File: config.mk
export PLATFORM = sky130hd
export DESIGN_NAME = prt_tacho
export DESIGN_NICKNAME = d
export VERILOG_FILES = /design/src/prt_pkg.sv /design/src/prt_tacho.sv
export VERILOG_INCLUDE_DIRS = /design/src
export SDC_FILE = /design/constraint.sdc
export NUM_CORES = 1
export LEC_CHECK = 0
export BUFFER_PORTS_ARGS = -buffer_cell sky130_fd_sc_hd__buf_2
export CAP_MARGIN = 10
export CORE_MARGIN = 4
export CORE_UTILIZATION = 58
export DETAILED_ROUTE_END_ITERATION = 8
export MAX_ROUTING_LAYER = met4
export PLACE_DENSITY = 0.78
export SYNTH_ARGS = -nofsm -noshare
export SYNTH_HDL_FRONTEND = slang
export SYNTH_SLANG_ARGS = --single-unit
File: constraint.sdc
create_clock -name clk_i -period 8.6 [get_ports clk_i]
set_input_delay 1.29 -clock clk_i [delete_from_list [all_inputs] [get_ports clk_i]]
set_output_delay 1.29 -clock clk_i [all_outputs]
set_load 0.01 [all_outputs]
File: src/prt_regs.svh
// register offsets, field positions, reset values and timing counts of the tachometer
`ifndef PRT_REGS_SVH
`define PRT_REGS_SVH

// register byte offsets
`define PRT_CTRL_OFS      8'h00
`define PRT_SCALE_OFS     8'h04
`define PRT_LIMIT1_OFS    8'h08
`define PRT_LIMIT2_OFS    8'h0C
`define PRT_ZTIME_OFS     8'h10
`define PRT_STIME_OFS     8'h14
`define PRT_MEAS_OFS      8'h18
`define PRT_STATUS_OFS    8'h1C
`define PRT_MASK_OFS      8'h20

// control register fields
`define PRT_CTRL_MODE_POS 0
`define PRT_CTRL_FAST_POS 2
`define PRT_CTRL_AVG_POS  3
`define PRT_CTRL_SRC_POS  5
`define PRT_CTRL_DP_POS   6

// status / mask bit positions
`define PRT_ST_UPDATE     0
`define PRT_ST_FIRST_LIMIT_OUTPUT       1
`define PRT_ST_SECOND_LIMIT_OUTPUT       2
`define PRT_ST_ZERO       3

// reset values
`define PRT_CTRL_RST      9'h000
`define PRT_SCALE_RST     16'h0100
`define PRT_LIMIT_RST     24'h00_0000
`define PRT_ZTIME_RST     14'h0064
`define PRT_STIME_RST     14'h0000
`define PRT_MASK_RST      4'h0

// timing
`define PRT_CLK_PERIOD_NS 5
`define PRT_STEP_NS       10000000
`define PRT_CHATTER_NS    5000000
`define PRT_SAMPLE_STEPS  4'd10
`define PRT_SAMPLES_PER_S 20'd10
`define PRT_TIME_MAX      14'h3FFF

`endif

File: src/prt_pkg.sv
// types shared by the tachometer
`default_nettype none

package prt_pkg;

  typedef enum logic [1:0] {
    prt_upper_lower_band_mode = 2'b00,
    prt_zone_mode             = 2'b01,
    prt_dual_upper_mode       = 2'b10,
    prt_dual_lower_mode       = 2'b11
  } prt_mode_t;

  typedef struct packed {
    logic [2:0]  sync;
    logic        filt;
    logic [23:0] deb_cnt;
    logic [23:0] tick_cnt;
    logic [3:0]  samp_steps;
    logic [15:0] edge_cnt;
    logic [18:0] acc;
    logic [3:0]  n_samp;
    logic [13:0] idle_steps;
    logic [13:0] up_steps;
    logic [23:0] meas;
    logic        first_limit_output;
    logic        second_limit_output;
    logic        zero_seen;
    prt_mode_t   mode;
    logic        fast;
    logic [1:0]  avg;
    logic        sourcing;
    logic [1:0]  dp;
    logic [15:0] scale;
    logic [23:0] lim1;
    logic [23:0] lim2;
    logic [13:0] ztime;
    logic [13:0] stime;
    logic [3:0]  sts;
    logic [3:0]  msk;
    logic [31:0] prdata;
  } prt_state_t;

endpackage

`default_nettype wire

File: src/prt_tacho.sv
// pulse rate tachometer with apb registers, averaging and two limit outputs
//
// Chosen here: the placing of the registers and the APB register port.
`timescale 1ns/1ps
`include "prt_regs.svh"
`default_nettype none

module prt_tacho
  import prt_pkg::*;
#(
  parameter int unsigned STEP_CYCLES    = (`PRT_STEP_NS + `PRT_CLK_PERIOD_NS - 1) / `PRT_CLK_PERIOD_NS,
  parameter int unsigned CHATTER_CYCLES = (`PRT_CHATTER_NS + `PRT_CLK_PERIOD_NS - 1) / `PRT_CLK_PERIOD_NS
)
(
  input  wire logic        clk_i,                    // 200 MHz clock
  input  wire logic        rst_b_i,                  // async reset, active low
  input  wire logic        psel_i,                   // apb select
  input  wire logic        penable_i,                // apb enable
  input  wire logic        pwrite_i,                 // apb write
  input  wire logic [7:0]  paddr_i,                  // apb byte address
  input  wire logic [31:0] pwdata_i,                 // apb write data
  output logic      [31:0] prdata_o,                 // apb read data
  output logic             pready_o,                 // apb ready
  output logic             pslverr_o,                // apb error
  input  wire logic        pulse_input_i,            // sensor pin
  output logic             first_limit_output_o,     // limit output 1
  output logic             second_limit_output_o,    // limit output 2
  output logic      [23:0] measurement_o,            // scaled value
  output logic      [1:0]  decimal_place_position_o, // display point
  output logic             irq_o                     // level interrupt
);

  // ----------------------------------------------------------------
  // reset release
  // ----------------------------------------------------------------
  logic [1:0] rst_sync_q;
  logic       rst_n;

  always_ff @(posedge clk_i or negedge rst_b_i)
  begin
    if (!rst_b_i)
      rst_sync_q <= 2'b00;
    else
      rst_sync_q <= {rst_sync_q[0], 1'b1};
  end

  assign rst_n = rst_sync_q[1];

  // ----------------------------------------------------------------
  // state
  // ----------------------------------------------------------------
  prt_state_t  q;
  prt_state_t  d;
  logic        active;
  logic        rise;
  logic        tick;
  logic        samp_end;
  logic        inhibit;
  logic        zero_now;
  logic        pub;
  logic        cmp1;
  logic        cmp2;
  logic        wr;
  logic        rd_setup;
  logic        hit;
  logic [3:0]  n_need;
  logic [18:0] sum;
  logic [15:0] avg_cnt;
  logic [19:0] freq;
  logic [35:0] prod;
  logic [31:0] rdata;
  logic [3:0]  set_ev;
  logic [3:0]  clr_ev;

  always_comb
  begin
    d        = q;
    active   = 1'b0;
    rise     = 1'b0;
    pub      = 1'b0;
    cmp1     = 1'b0;
    cmp2     = 1'b0;
    hit      = 1'b1;
    rdata    = 32'h0000_0000;
    set_ev   = 4'h0;
    clr_ev   = 4'h0;
    wr       = psel_i && penable_i && pwrite_i;
    rd_setup = psel_i && !penable_i && !pwrite_i;
    tick     = q.tick_cnt == 24'(STEP_CYCLES - 1);
    samp_end = tick && (q.samp_steps == `PRT_SAMPLE_STEPS - 4'd1);
    inhibit  = q.up_steps < q.stime;
    zero_now = q.idle_steps >= q.ztime;
    n_need   = 4'b0001 << q.avg;
    sum      = q.acc + 19'(q.edge_cnt);
    avg_cnt  = 16'(sum >> q.avg);
    freq     = 20'(avg_cnt) * `PRT_SAMPLES_PER_S;
    prod     = 36'(freq) * 36'(q.scale);

    // ----------------------------------------------------------------
    // pin input: three stages, polarity, chatter filter
    // ----------------------------------------------------------------
    d.sync = {q.sync[1:0], pulse_input_i};
    if (q.sync[1] == q.sync[2])
      active = q.sourcing ? q.sync[2] : ~q.sync[2];
    else
      active = q.filt;
    if (q.fast)
    begin
      d.filt    = active;
      d.deb_cnt = 24'h00_0000;
    end
    else if (active != q.filt)
    begin
      if (q.deb_cnt >= 24'(CHATTER_CYCLES - 1))
      begin
        d.filt    = active;
        d.deb_cnt = 24'h00_0000;
      end
      else
        d.deb_cnt = q.deb_cnt + 24'h00_0001;
    end
    else
      d.deb_cnt = 24'h00_0000;
    rise = d.filt && !q.filt;

    // ----------------------------------------------------------------
    // time base in 0.01 s steps
    // ----------------------------------------------------------------
    d.tick_cnt = tick ? 24'h00_0000 : q.tick_cnt + 24'h00_0001;
    if (tick && q.up_steps != `PRT_TIME_MAX)
      d.up_steps = q.up_steps + 14'h0001;
    if (rise)
      d.idle_steps = 14'h0000;
    else if (tick && q.idle_steps != `PRT_TIME_MAX)
      d.idle_steps = q.idle_steps + 14'h0001;

    // ----------------------------------------------------------------
    // sampling and averaging
    // ----------------------------------------------------------------
    if (tick)
      d.samp_steps = samp_end ? 4'h0 : q.samp_steps + 4'h1;
    if (samp_end)
    begin
      d.edge_cnt = {15'h0000, rise};
      if (q.n_samp + 4'h1 >= n_need)
      begin
        pub      = 1'b1;
        d.acc    = 19'h0_0000;
        d.n_samp = 4'h0;
        // mean of the window, scaled by 1/256 units
        if (|prod[35:32])
          d.meas = 24'hFF_FFFF;
        else
          d.meas = prod[31:8];
      end
      else
      begin
        d.acc    = sum;
        d.n_samp = q.n_samp + 4'h1;
      end
    end
    else if (rise && q.edge_cnt != 16'hFFFF)
      d.edge_cnt = q.edge_cnt + 16'h0001;

    if (zero_now)
    begin
      d.meas   = 24'h00_0000;
      d.acc    = 19'h0_0000;
      d.n_samp = 4'h0;
      pub      = 1'b0;
    end
    if (inhibit)
    begin
      d.meas       = 24'h00_0000;
      d.acc        = 19'h0_0000;
      d.n_samp     = 4'h0;
      d.edge_cnt   = 16'h0000;
      d.samp_steps = 4'h0;
      pub          = 1'b0;
    end
    d.zero_seen = zero_now;

    // ----------------------------------------------------------------
    // limit comparison
    // ----------------------------------------------------------------
    unique case (q.mode)
      prt_upper_lower_band_mode:
      begin
        cmp1 = q.meas < q.lim1;
        cmp2 = q.meas > q.lim2;
      end
      prt_zone_mode:
      begin
        cmp1 = (q.meas >= q.lim1) && (q.meas <= q.lim2);
        cmp2 = !cmp1;
      end
      prt_dual_upper_mode:
      begin
        cmp1 = q.meas >= q.lim1;
        cmp2 = q.meas >= q.lim2;
      end
      prt_dual_lower_mode:
      begin
        cmp1 = q.meas <= q.lim1;
        cmp2 = q.meas <= q.lim2;
      end
    endcase
    d.first_limit_output = cmp1 && !inhibit;
    d.second_limit_output = cmp2 && !inhibit;

    // ----------------------------------------------------------------
    // apb registers
    // ----------------------------------------------------------------
    unique case (paddr_i)
      `PRT_CTRL_OFS:   rdata = {24'h00_0000, q.dp, q.sourcing, q.avg, q.fast, q.mode};
      `PRT_SCALE_OFS:  rdata = {16'h0000, q.scale};
      `PRT_LIMIT1_OFS: rdata = {8'h00, q.lim1};
      `PRT_LIMIT2_OFS: rdata = {8'h00, q.lim2};
      `PRT_ZTIME_OFS:  rdata = {18'h0_0000, q.ztime};
      `PRT_STIME_OFS:  rdata = {18'h0_0000, q.stime};
      `PRT_MEAS_OFS:   rdata = {8'h00, q.meas};
      `PRT_STATUS_OFS: rdata = {28'h000_0000, q.sts};
      `PRT_MASK_OFS:   rdata = {28'h000_0000, q.msk};
      default:         hit   = 1'b0;
    endcase
    if (rd_setup)
      d.prdata = rdata;
    if (wr && hit)
    begin
      unique case (paddr_i)
        `PRT_CTRL_OFS:
        begin
          d.mode     = prt_mode_t'(pwdata_i[`PRT_CTRL_MODE_POS +: 2]);
          d.fast     = pwdata_i[`PRT_CTRL_FAST_POS];
          d.avg      = pwdata_i[`PRT_CTRL_AVG_POS +: 2];
          d.sourcing = pwdata_i[`PRT_CTRL_SRC_POS];
          d.dp       = pwdata_i[`PRT_CTRL_DP_POS +: 2];
        end
        `PRT_SCALE_OFS:  d.scale = pwdata_i[15:0];
        `PRT_LIMIT1_OFS: d.lim1  = pwdata_i[23:0];
        `PRT_LIMIT2_OFS: d.lim2  = pwdata_i[23:0];
        `PRT_ZTIME_OFS:  d.ztime = pwdata_i[13:0];
        `PRT_STIME_OFS:  d.stime = pwdata_i[13:0];
        `PRT_STATUS_OFS: clr_ev  = pwdata_i[3:0];
        `PRT_MASK_OFS:   d.msk   = pwdata_i[3:0];
        default:         d.msk   = q.msk;
      endcase
    end

    // events: a set in the clearing cycle wins
    set_ev[`PRT_ST_UPDATE] = pub;
    set_ev[`PRT_ST_FIRST_LIMIT_OUTPUT]   = d.first_limit_output != q.first_limit_output;
    set_ev[`PRT_ST_SECOND_LIMIT_OUTPUT]   = d.second_limit_output != q.second_limit_output;
    set_ev[`PRT_ST_ZERO]   = zero_now && !q.zero_seen;
    d.sts = (q.sts & ~clr_ev) | set_ev;
  end

  always_ff @(posedge clk_i or negedge rst_n)
  begin
    if (!rst_n)
    begin
      q          <= '0;
      q.mode     <= prt_upper_lower_band_mode;
      q.scale    <= `PRT_SCALE_RST;
      q.lim1     <= `PRT_LIMIT_RST;
      q.lim2     <= `PRT_LIMIT_RST;
      q.ztime    <= `PRT_ZTIME_RST;
      q.stime    <= `PRT_STIME_RST;
      q.msk      <= `PRT_MASK_RST;
    end
    else
      q <= d;
  end

  // ----------------------------------------------------------------
  // outputs
  // ----------------------------------------------------------------
  assign prdata_o                 = q.prdata;
  assign pready_o                 = 1'b1;
  assign pslverr_o                = psel_i && penable_i && !hit;
  assign first_limit_output_o     = q.first_limit_output;
  assign second_limit_output_o    = q.second_limit_output;
  assign measurement_o            = q.meas;
  assign decimal_place_position_o = q.dp;
  assign irq_o                    = |(q.sts & q.msk);
endmodule

`default_nettype wire

==> results of run 1 <==
logic make-up after synthesis:
logic type                 count (synthesis)
xor gates and xnor gates                 128
other                                      2
and+or+nand+nor                          869
buffers and inverters                    562
adders and majority gates                472
muxes                                     51
DFF                                      284
AOI/OAI and AO/OA                        545
metal layers:
metal	global-route usage (%)	vias to the layer above
li1	-	10100
met1	38.0	10900
met2	49.0	816
met3	4.41	162
met4	10.0	0
met5	-	-
worst max path at each step:
| stage | end | slack (ps) | cells past startpoint |
|---|---|---|---|
| after floorplan | measurement_o[10] | -1910 | 45 |
| after global placement | measurement_o[2] | -2000 | 42 |
| after detailed placement | measurement_o[0] | -2290 | 42 |
| final | measurement_o[21] | -1810 | 45 |
| after global routing | measurement_o[21] | -2260 | 43 |
| after CTS | measurement_o[0] | -2000 | 42 |
synth_stat cells, types with 5 or more instances:
cell      count
a211o_1       5
a211oi_1      7
a21o_1       63
a21oi_1      97
a221oi_1     16
a222oi_1     16
a22o_1       26
a22oi_1      22
a31oi_1      24
and2_1      132
and3_1       32
and4_1        6
buf_2         6
buf_4        59
clkbuf_1    114
dfrtp_1     280
fa_1        237
ha_1        235
inv_1       377
mux2_2       35
mux2i_1      15
nand2_1     341
nand2b_1      9
nand3_1      62
nand3b_1      5
nand4_1      37
nor2_1      159
nor2b_1      15
nor3_1       30
nor4_1        7
o21a_1       60
o21ai_0     146
o21bai_1     10
or2_2         5
or3_1        14
xnor2_1      79
xor2_1       49
per-stage QoR:
step	instances	setup TNS (ps)	total power, mW
floorplan	2925	-45350	1.49
finish	3801	-42760	2.91
CTS	3783	-47420	2.93
detailed placement	3721	-54380	1.52
global route	3800	-53630	3.00
global placement	3721	-47620	1.52
state kept, by name, indices dropped and copies added, names as in the netlist:
signal / cells
second_limit_output_o: 1
first_limit_output_o: 1
measurement_o: 24
prdata_o: 24
q: 228
rst_sync_q: 2
decimal_place_position_o: 2
d: 2
critical path, delay by kind of cell (launching register included):
family | cells | cell delay (ps)
XOR/XNOR | 1 | 100
buffers and inverters | 9 | 990
AO/OA/AOI/OAI | 18 | 3160
AND/OR/NAND/NOR | 5 | 1150
flip-flops | 1 | 430
adder cells (fa/ha/maj) | 10 | 4120
multiplexers | 2 | 340
what timing repair did:
action	CTS	global route
cloned	0	3
gates resized for setup	24	61
hold buffers	0	0
setup buffers	6	13
pin swaps	14	86
setup endpoints to repair	24	24
layout make-up:
class | count | area, um2 | share of cell area [%]
multi-input cells | 2079 | 17800 | 57.2
flip-flops and latches | 284 | 7120 | 22.9
repair buffers | 403 | 2920 | 9.39
inverters | 377 | 1420 | 4.55
clock buffers | 44 | 905 | 2.91
well taps | 600 | 751 | 2.42
clock inverters | 12 | 179 | 0.576
diodes | 2 | 5.00 | 0.0161
power groups by stage:
stage	clock, mW	combinational, mW	sequential (mW)
floorplan	0	0.0739	1.41
global placement	0	0.114	1.41
detailed placement	0	0.117	1.41
CTS	1.43	0.118	1.38
global route	1.49	0.130	1.38
finish	1.41	0.116	1.38
layout by cell type (no fill, tap or decap), types with 17 or more instances in the layout:
| cell | synthesis | routed |
|---|---|---|
| a21o_1 | 63 | 63 |
| a21oi_1 | 97 | 78 |
| a21oi_2 | 0 | 17 |
| a22o_1 | 26 | 26 |
| a22oi_1 | 22 | 22 |
| a31oi_1 | 24 | 21 |
| and2_1 | 132 | 131 |
| and3_1 | 32 | 32 |
| buf_2 | 6 | 91 |
| buf_4 | 59 | 299 |
| clkbuf_16 | 0 | 33 |
| dfrtp_1 | 280 | 279 |
| fa_1 | 237 | 232 |
| ha_1 | 235 | 220 |
| inv_1 | 377 | 371 |
| mux2_2 | 35 | 35 |
| nand2_1 | 341 | 339 |
| nand3_1 | 62 | 61 |
| nand4_1 | 37 | 37 |
| nor2_1 | 159 | 154 |
| nor3_1 | 30 | 25 |
| o21a_1 | 60 | 60 |
| o21ai_0 | 146 | 136 |
| xnor2_1 | 79 | 73 |
| xor2_1 | 49 | 48 |
==> metrics.cfg, run 1 <==
[run_status]
status=complete, but fails checks
violations=setup timing

[critical_path]
cp_max_fo=7
regToRegStartpoint=q[201]
crit_top_cell=fa_1
startpoint=q[201]
cp.arrival_ps=10860
worstPathRequired_ps=9060
rr_worst_depth=45
rrSetupSlack_ps=-1810
crit_slowest_cell=fa_1
crit_path_start_kind=register
rr_endpoint=measurement_o[21]
crit_path_max_incr_delay_ps=550
cp-end-kind=register
critPathKind=register to register

[clocking]
numCtsBuffers=30
clkTransAtPathRegs_ps=60
cts_root_buf=clkbuf_16
cts.sinks=284
htree_levels=1
clockBufferDepth=3
clk_latency_ps=580
cts_tree=yes

[yosys]
synthSimpleGateAreaFrac_pct=15.5
syn_area_per_cell_um2=9.16
synth_mux_area_share_pct=2.09
synthAdderAreaFrac_pct=28.8
synth_edf_count=0
synth_compound_area_share_pct=13.8
synth_ff_type=dfrtp_1
synth_seq_cells=284
synthArstFlopShare_pct=100
synth_warnings=0
synth_cells=2913
synth_xor_area_share_pct=4.20
yosysTopAreaCellShare_pct=26.3
synth_top_family_by_area=adder cells
netlist_area_um2=26700
yosys-top-cells-area=dfrtp_1 (26%), fa_1 (18%), ha_1 (11%), inv_1 (5.3%), nand2_1 (4.8%)
yosysTopAreaCell=dfrtp_1
ys_seq_area_share_pct=26.7
ys_types=80

[power_and_ir_drop]
switching_power_mw=0.666
power_frac_seq_pct=47.5
pwr-share-comb_pct=4.0
intPower_mw=2.25
power_density_nw_per_um2=93.7
leakage_nw=16.2
ir_drop_v=0.000161
p_sw_share_pct=22.9
pwr-share-clk_pct=48.5

[global_route]
antenna_found_initial=1
gr-total-overflow=0
grt_max_degree=180
grt_pass1_vias=23000
grt_pass1_wl_um=117000
grt_usage_pct=29.7

[routing]
first_iter_violations=1697
ant_nets=0
vias=22000
route.met2.wl_um=35000
avgViaCountPerCell=5.78
routedWlPerCell_um=19.0
drcViolationCount=0
met1_length_um=29300
firstDrtPassIters=6
top_layer=met4
routed-wl-met3_um=5230
drt-total-wl_um=72100

[timing]
timing.fmax_mhz=96.1
holdWs_ps=293
setup-violations-final=24
postLayoutSetupSlackWorst_ps=-1810
drv_slew=0
finalCritPeriodShare_pct=121
min_period_ps=10410
rsz0062_at_grt=yes
clock_skew_ps=20.0
worst_pin_slew_ps=1310
finalHoldViolCount=0
relSlewSlack_pct=12.5

[placement]
port_buffers=91
postPlaceCellArea_um2=29400
pre_cts_ws_ps=-2290
dp_hpwl_um=55300
gp_congestion=0.944

[hold_path]
hp-class=register to asynchronous set/reset pin

[floorplan]
rows=78
die_x_um=222
die_h_um=222
initial_core_util_pct=58.8
coreArea_um2=45400
io_pins=109
die_area_um2=49500

[finish]
fillerInstances=3422
fin_area_um2=31100
layout-drive-gt1-share_pct=18.8
syn_to_final_growth_pct=16.5
layout.nets=3693
utilization_pct=68.5

[run]
maxCapViolCount=0

Note: power is estimated with default switching activity, not from simulation.
==> inputs of run 2 (changes only) <==
TNS_END_PERCENT = 5   (was not set)
==> metrics.cfg, run 2 (synthesis results as in run 1) <==
[run_status]
status=complete, but fails checks
violations=setup timing

[finish]
register_area_um2=7120  ; unchanged
mostFrequentLayoutCells=inv_1 (376), nand2_1 (340), buf_4 (285)
layout_commonest_cell=inv_1
largest_reg_flops=228  ; unchanged
fin_cells=3774  ; -0.71%
multiInputGateArea_um2=17600  ; -1.1%
layout.nets=3671  ; -0.60%
syn_to_final_growth_pct=14.5
fillerInstances=3490  ; +2.0%
layout-drive-gt1-share_pct=17.3  ; -1.6 points
utilization_pct=67.3  ; -1.2 points
n_antenna_cell=0  ; -2
largest_register=q

[routing]
vias=21900  ; -0.19%
drt-total-wl_um=72700  ; +0.83%
routedWlPerCell_um=19.3  ; +1.6%
drcViolationCount=0  ; unchanged
first_iter_violations=1932  ; +14%
firstDrtPassIters=9  ; +3
avgViaCountPerCell=5.81  ; +0.52%
ant_nets=0  ; unchanged

[placement]
dp_hpwl_um=56300  ; +1.8%
place_inst=3719  ; -0.054%
pre_cts_ws_ps=-2340  ; -50.3 ps
port_buffers=91  ; unchanged
gp_congestion=0.948  ; +0.40%

[clocking]
cts_root_buf=clkbuf_16
htree_levels=1  ; unchanged
clk_latency_ps=560  ; -20 ps
numCtsBuffers=29  ; -3.3%
clkTransAtPathRegs_ps=60  ; about the same
clockBufferDepth=3  ; unchanged
cts_tree=yes
cts.sinks=284  ; unchanged

[global_route]
grt_pass1_wl_um=121000  ; +3.4%
grt_pass1_vias=23500  ; +2.1%
antenna_found_initial=0  ; -1
gr-total-overflow=0  ; unchanged
grt_usage_pct=30.7  ; +0.99 points
grt_max_degree=207  ; +15%

[power_and_ir_drop]
leakage_nw=16.0  ; -1.2%
ir_drop_v=0.000177  ; +10%
finalPower_mw=2.76  ; -5.4%
power_density_nw_per_um2=90.2  ; -3.7%

[timing]
drv_slew=0  ; unchanged
setup-violations-final=24  ; unchanged
relSlewSlack_pct=21.6  ; +9.1 points
rsz0062_at_grt=yes
finalHoldViolCount=0  ; unchanged
worst_pin_slew_ps=1170  ; -139 ps
finalCritPeriodShare_pct=122  ; +1.0 points
min_period_ps=10490  ; +86.1 ps
timing.fmax_mhz=95.3  ; -0.82%
clock_skew_ps=19.2  ; -0.817 ps
postLayoutSetupSlackWorst_ps=-1890  ; -86.1 ps

[critical_path]
crit_path_max_incr_delay_ps=550  ; about the same
cp.arrival_ps=10940  ; +80 ps
rr_worst_depth=42  ; -6.7%
crit_slowest_cell=fa_1
crit_top_cell=fa_1
worstPathRequired_ps=9040  ; -20 ps
cp_max_fo=12  ; +5
crit_path_start_kind=register
critPathKind=register to register
cp-end-kind=register

[hold_path]
hold-path-cell-count=0
hp-class=register to register

[floorplan]
die_x_um=222  ; unchanged
initial_core_util_pct=58.8  ; unchanged
coreArea_um2=45400  ; unchanged
die_h_um=222  ; unchanged
io_pins=109  ; unchanged
rows=78  ; unchanged
die_area_um2=49500  ; unchanged

[run]
maxCapViolCount=0  ; unchanged

run 2: through the flow:
stage / hold slack [ps] / TNS, ps / instance area [um2]
after floorplan: 331 / -45350 / 26900
after CTS: 357 / -45680 / 30500
after detailed placement: 338 / -55730 / 29300
after global routing: 377 / -58220 / 30500
final: 355 / -45060 / 30500
after global placement: 339 / -48130 / 29300
run 2: worst paths after layout:
kind	startpoint	end	slack (ps)
min	d[288]	d[289]	350
max reg2reg	q[201]	measurement_o[1]	-1890
min in group asynchronous	rst_b_i	rst_sync_q[0]	510
max in group asynchronous	rst_sync_q[1]	measurement_o[22]	6340
max	q[201]	measurement_o[1]	-1890
min reg2reg	d[288]	d[289]	350
run 2: worst max-delay path: cells and delay by family, from the launching register on:
family | cells | cell delay [ps]
AO/OA/AOI/OAI | 16 | 3170
XOR/XNOR | 1 | 120
adder cells (fa/ha/maj) | 10 | 4310
buffers and inverters | 7 | 700
flip-flops | 1 | 410
multiplexers | 2 | 330
AND/OR/NAND/NOR | 6 | 1310
run 2: layer usage:
| layer | global-route usage (%) | vias up | part of all wire [%] |
|---|---|---|---|
| li1 | - | 10100 | - |
| met1 | 39.7 | 10900 | 41 |
| met2 | 51.2 | 775 | 49 |
| met3 | 3.42 | 189 | 6.2 |
| met4 | 10.1 | 0 | 3.6 |
| met5 | - | - | 0 |
run 2: where the power goes:
part	leakage (nW)	internal, mW	switching (mW)	total (mW)
logic	12.0	0.0373	0.0831	0.120
registers	3.49	1.36	0.0193	1.38
clock network	0.459	0.720	0.536	1.26
total	16.0	2.12	0.639	2.76
run 2: cell type report:
class | count | share of cell area, %
Clock inverter | 7 | 0.229
Multi-Input combinational cell | 2079 | 57.6
Clock buffer | 45 | 2.84
Timing Repair Buffer | 382 | 8.92
Sequential cell | 284 | 23.3
Tap cell | 600 | 2.46
Inverter | 377 | 4.63
run 2: what timing repair did:
item | in CTS | in global routing
resized for setup | 28 | 13
pin swaps | 25 | 8
hold buffers | 0 | 0
endpoints found under the hold margin | 0 | 0
cloned | 1 | 0
setup endpoints to repair | 24 | 24
setup buffers | 2 | 0
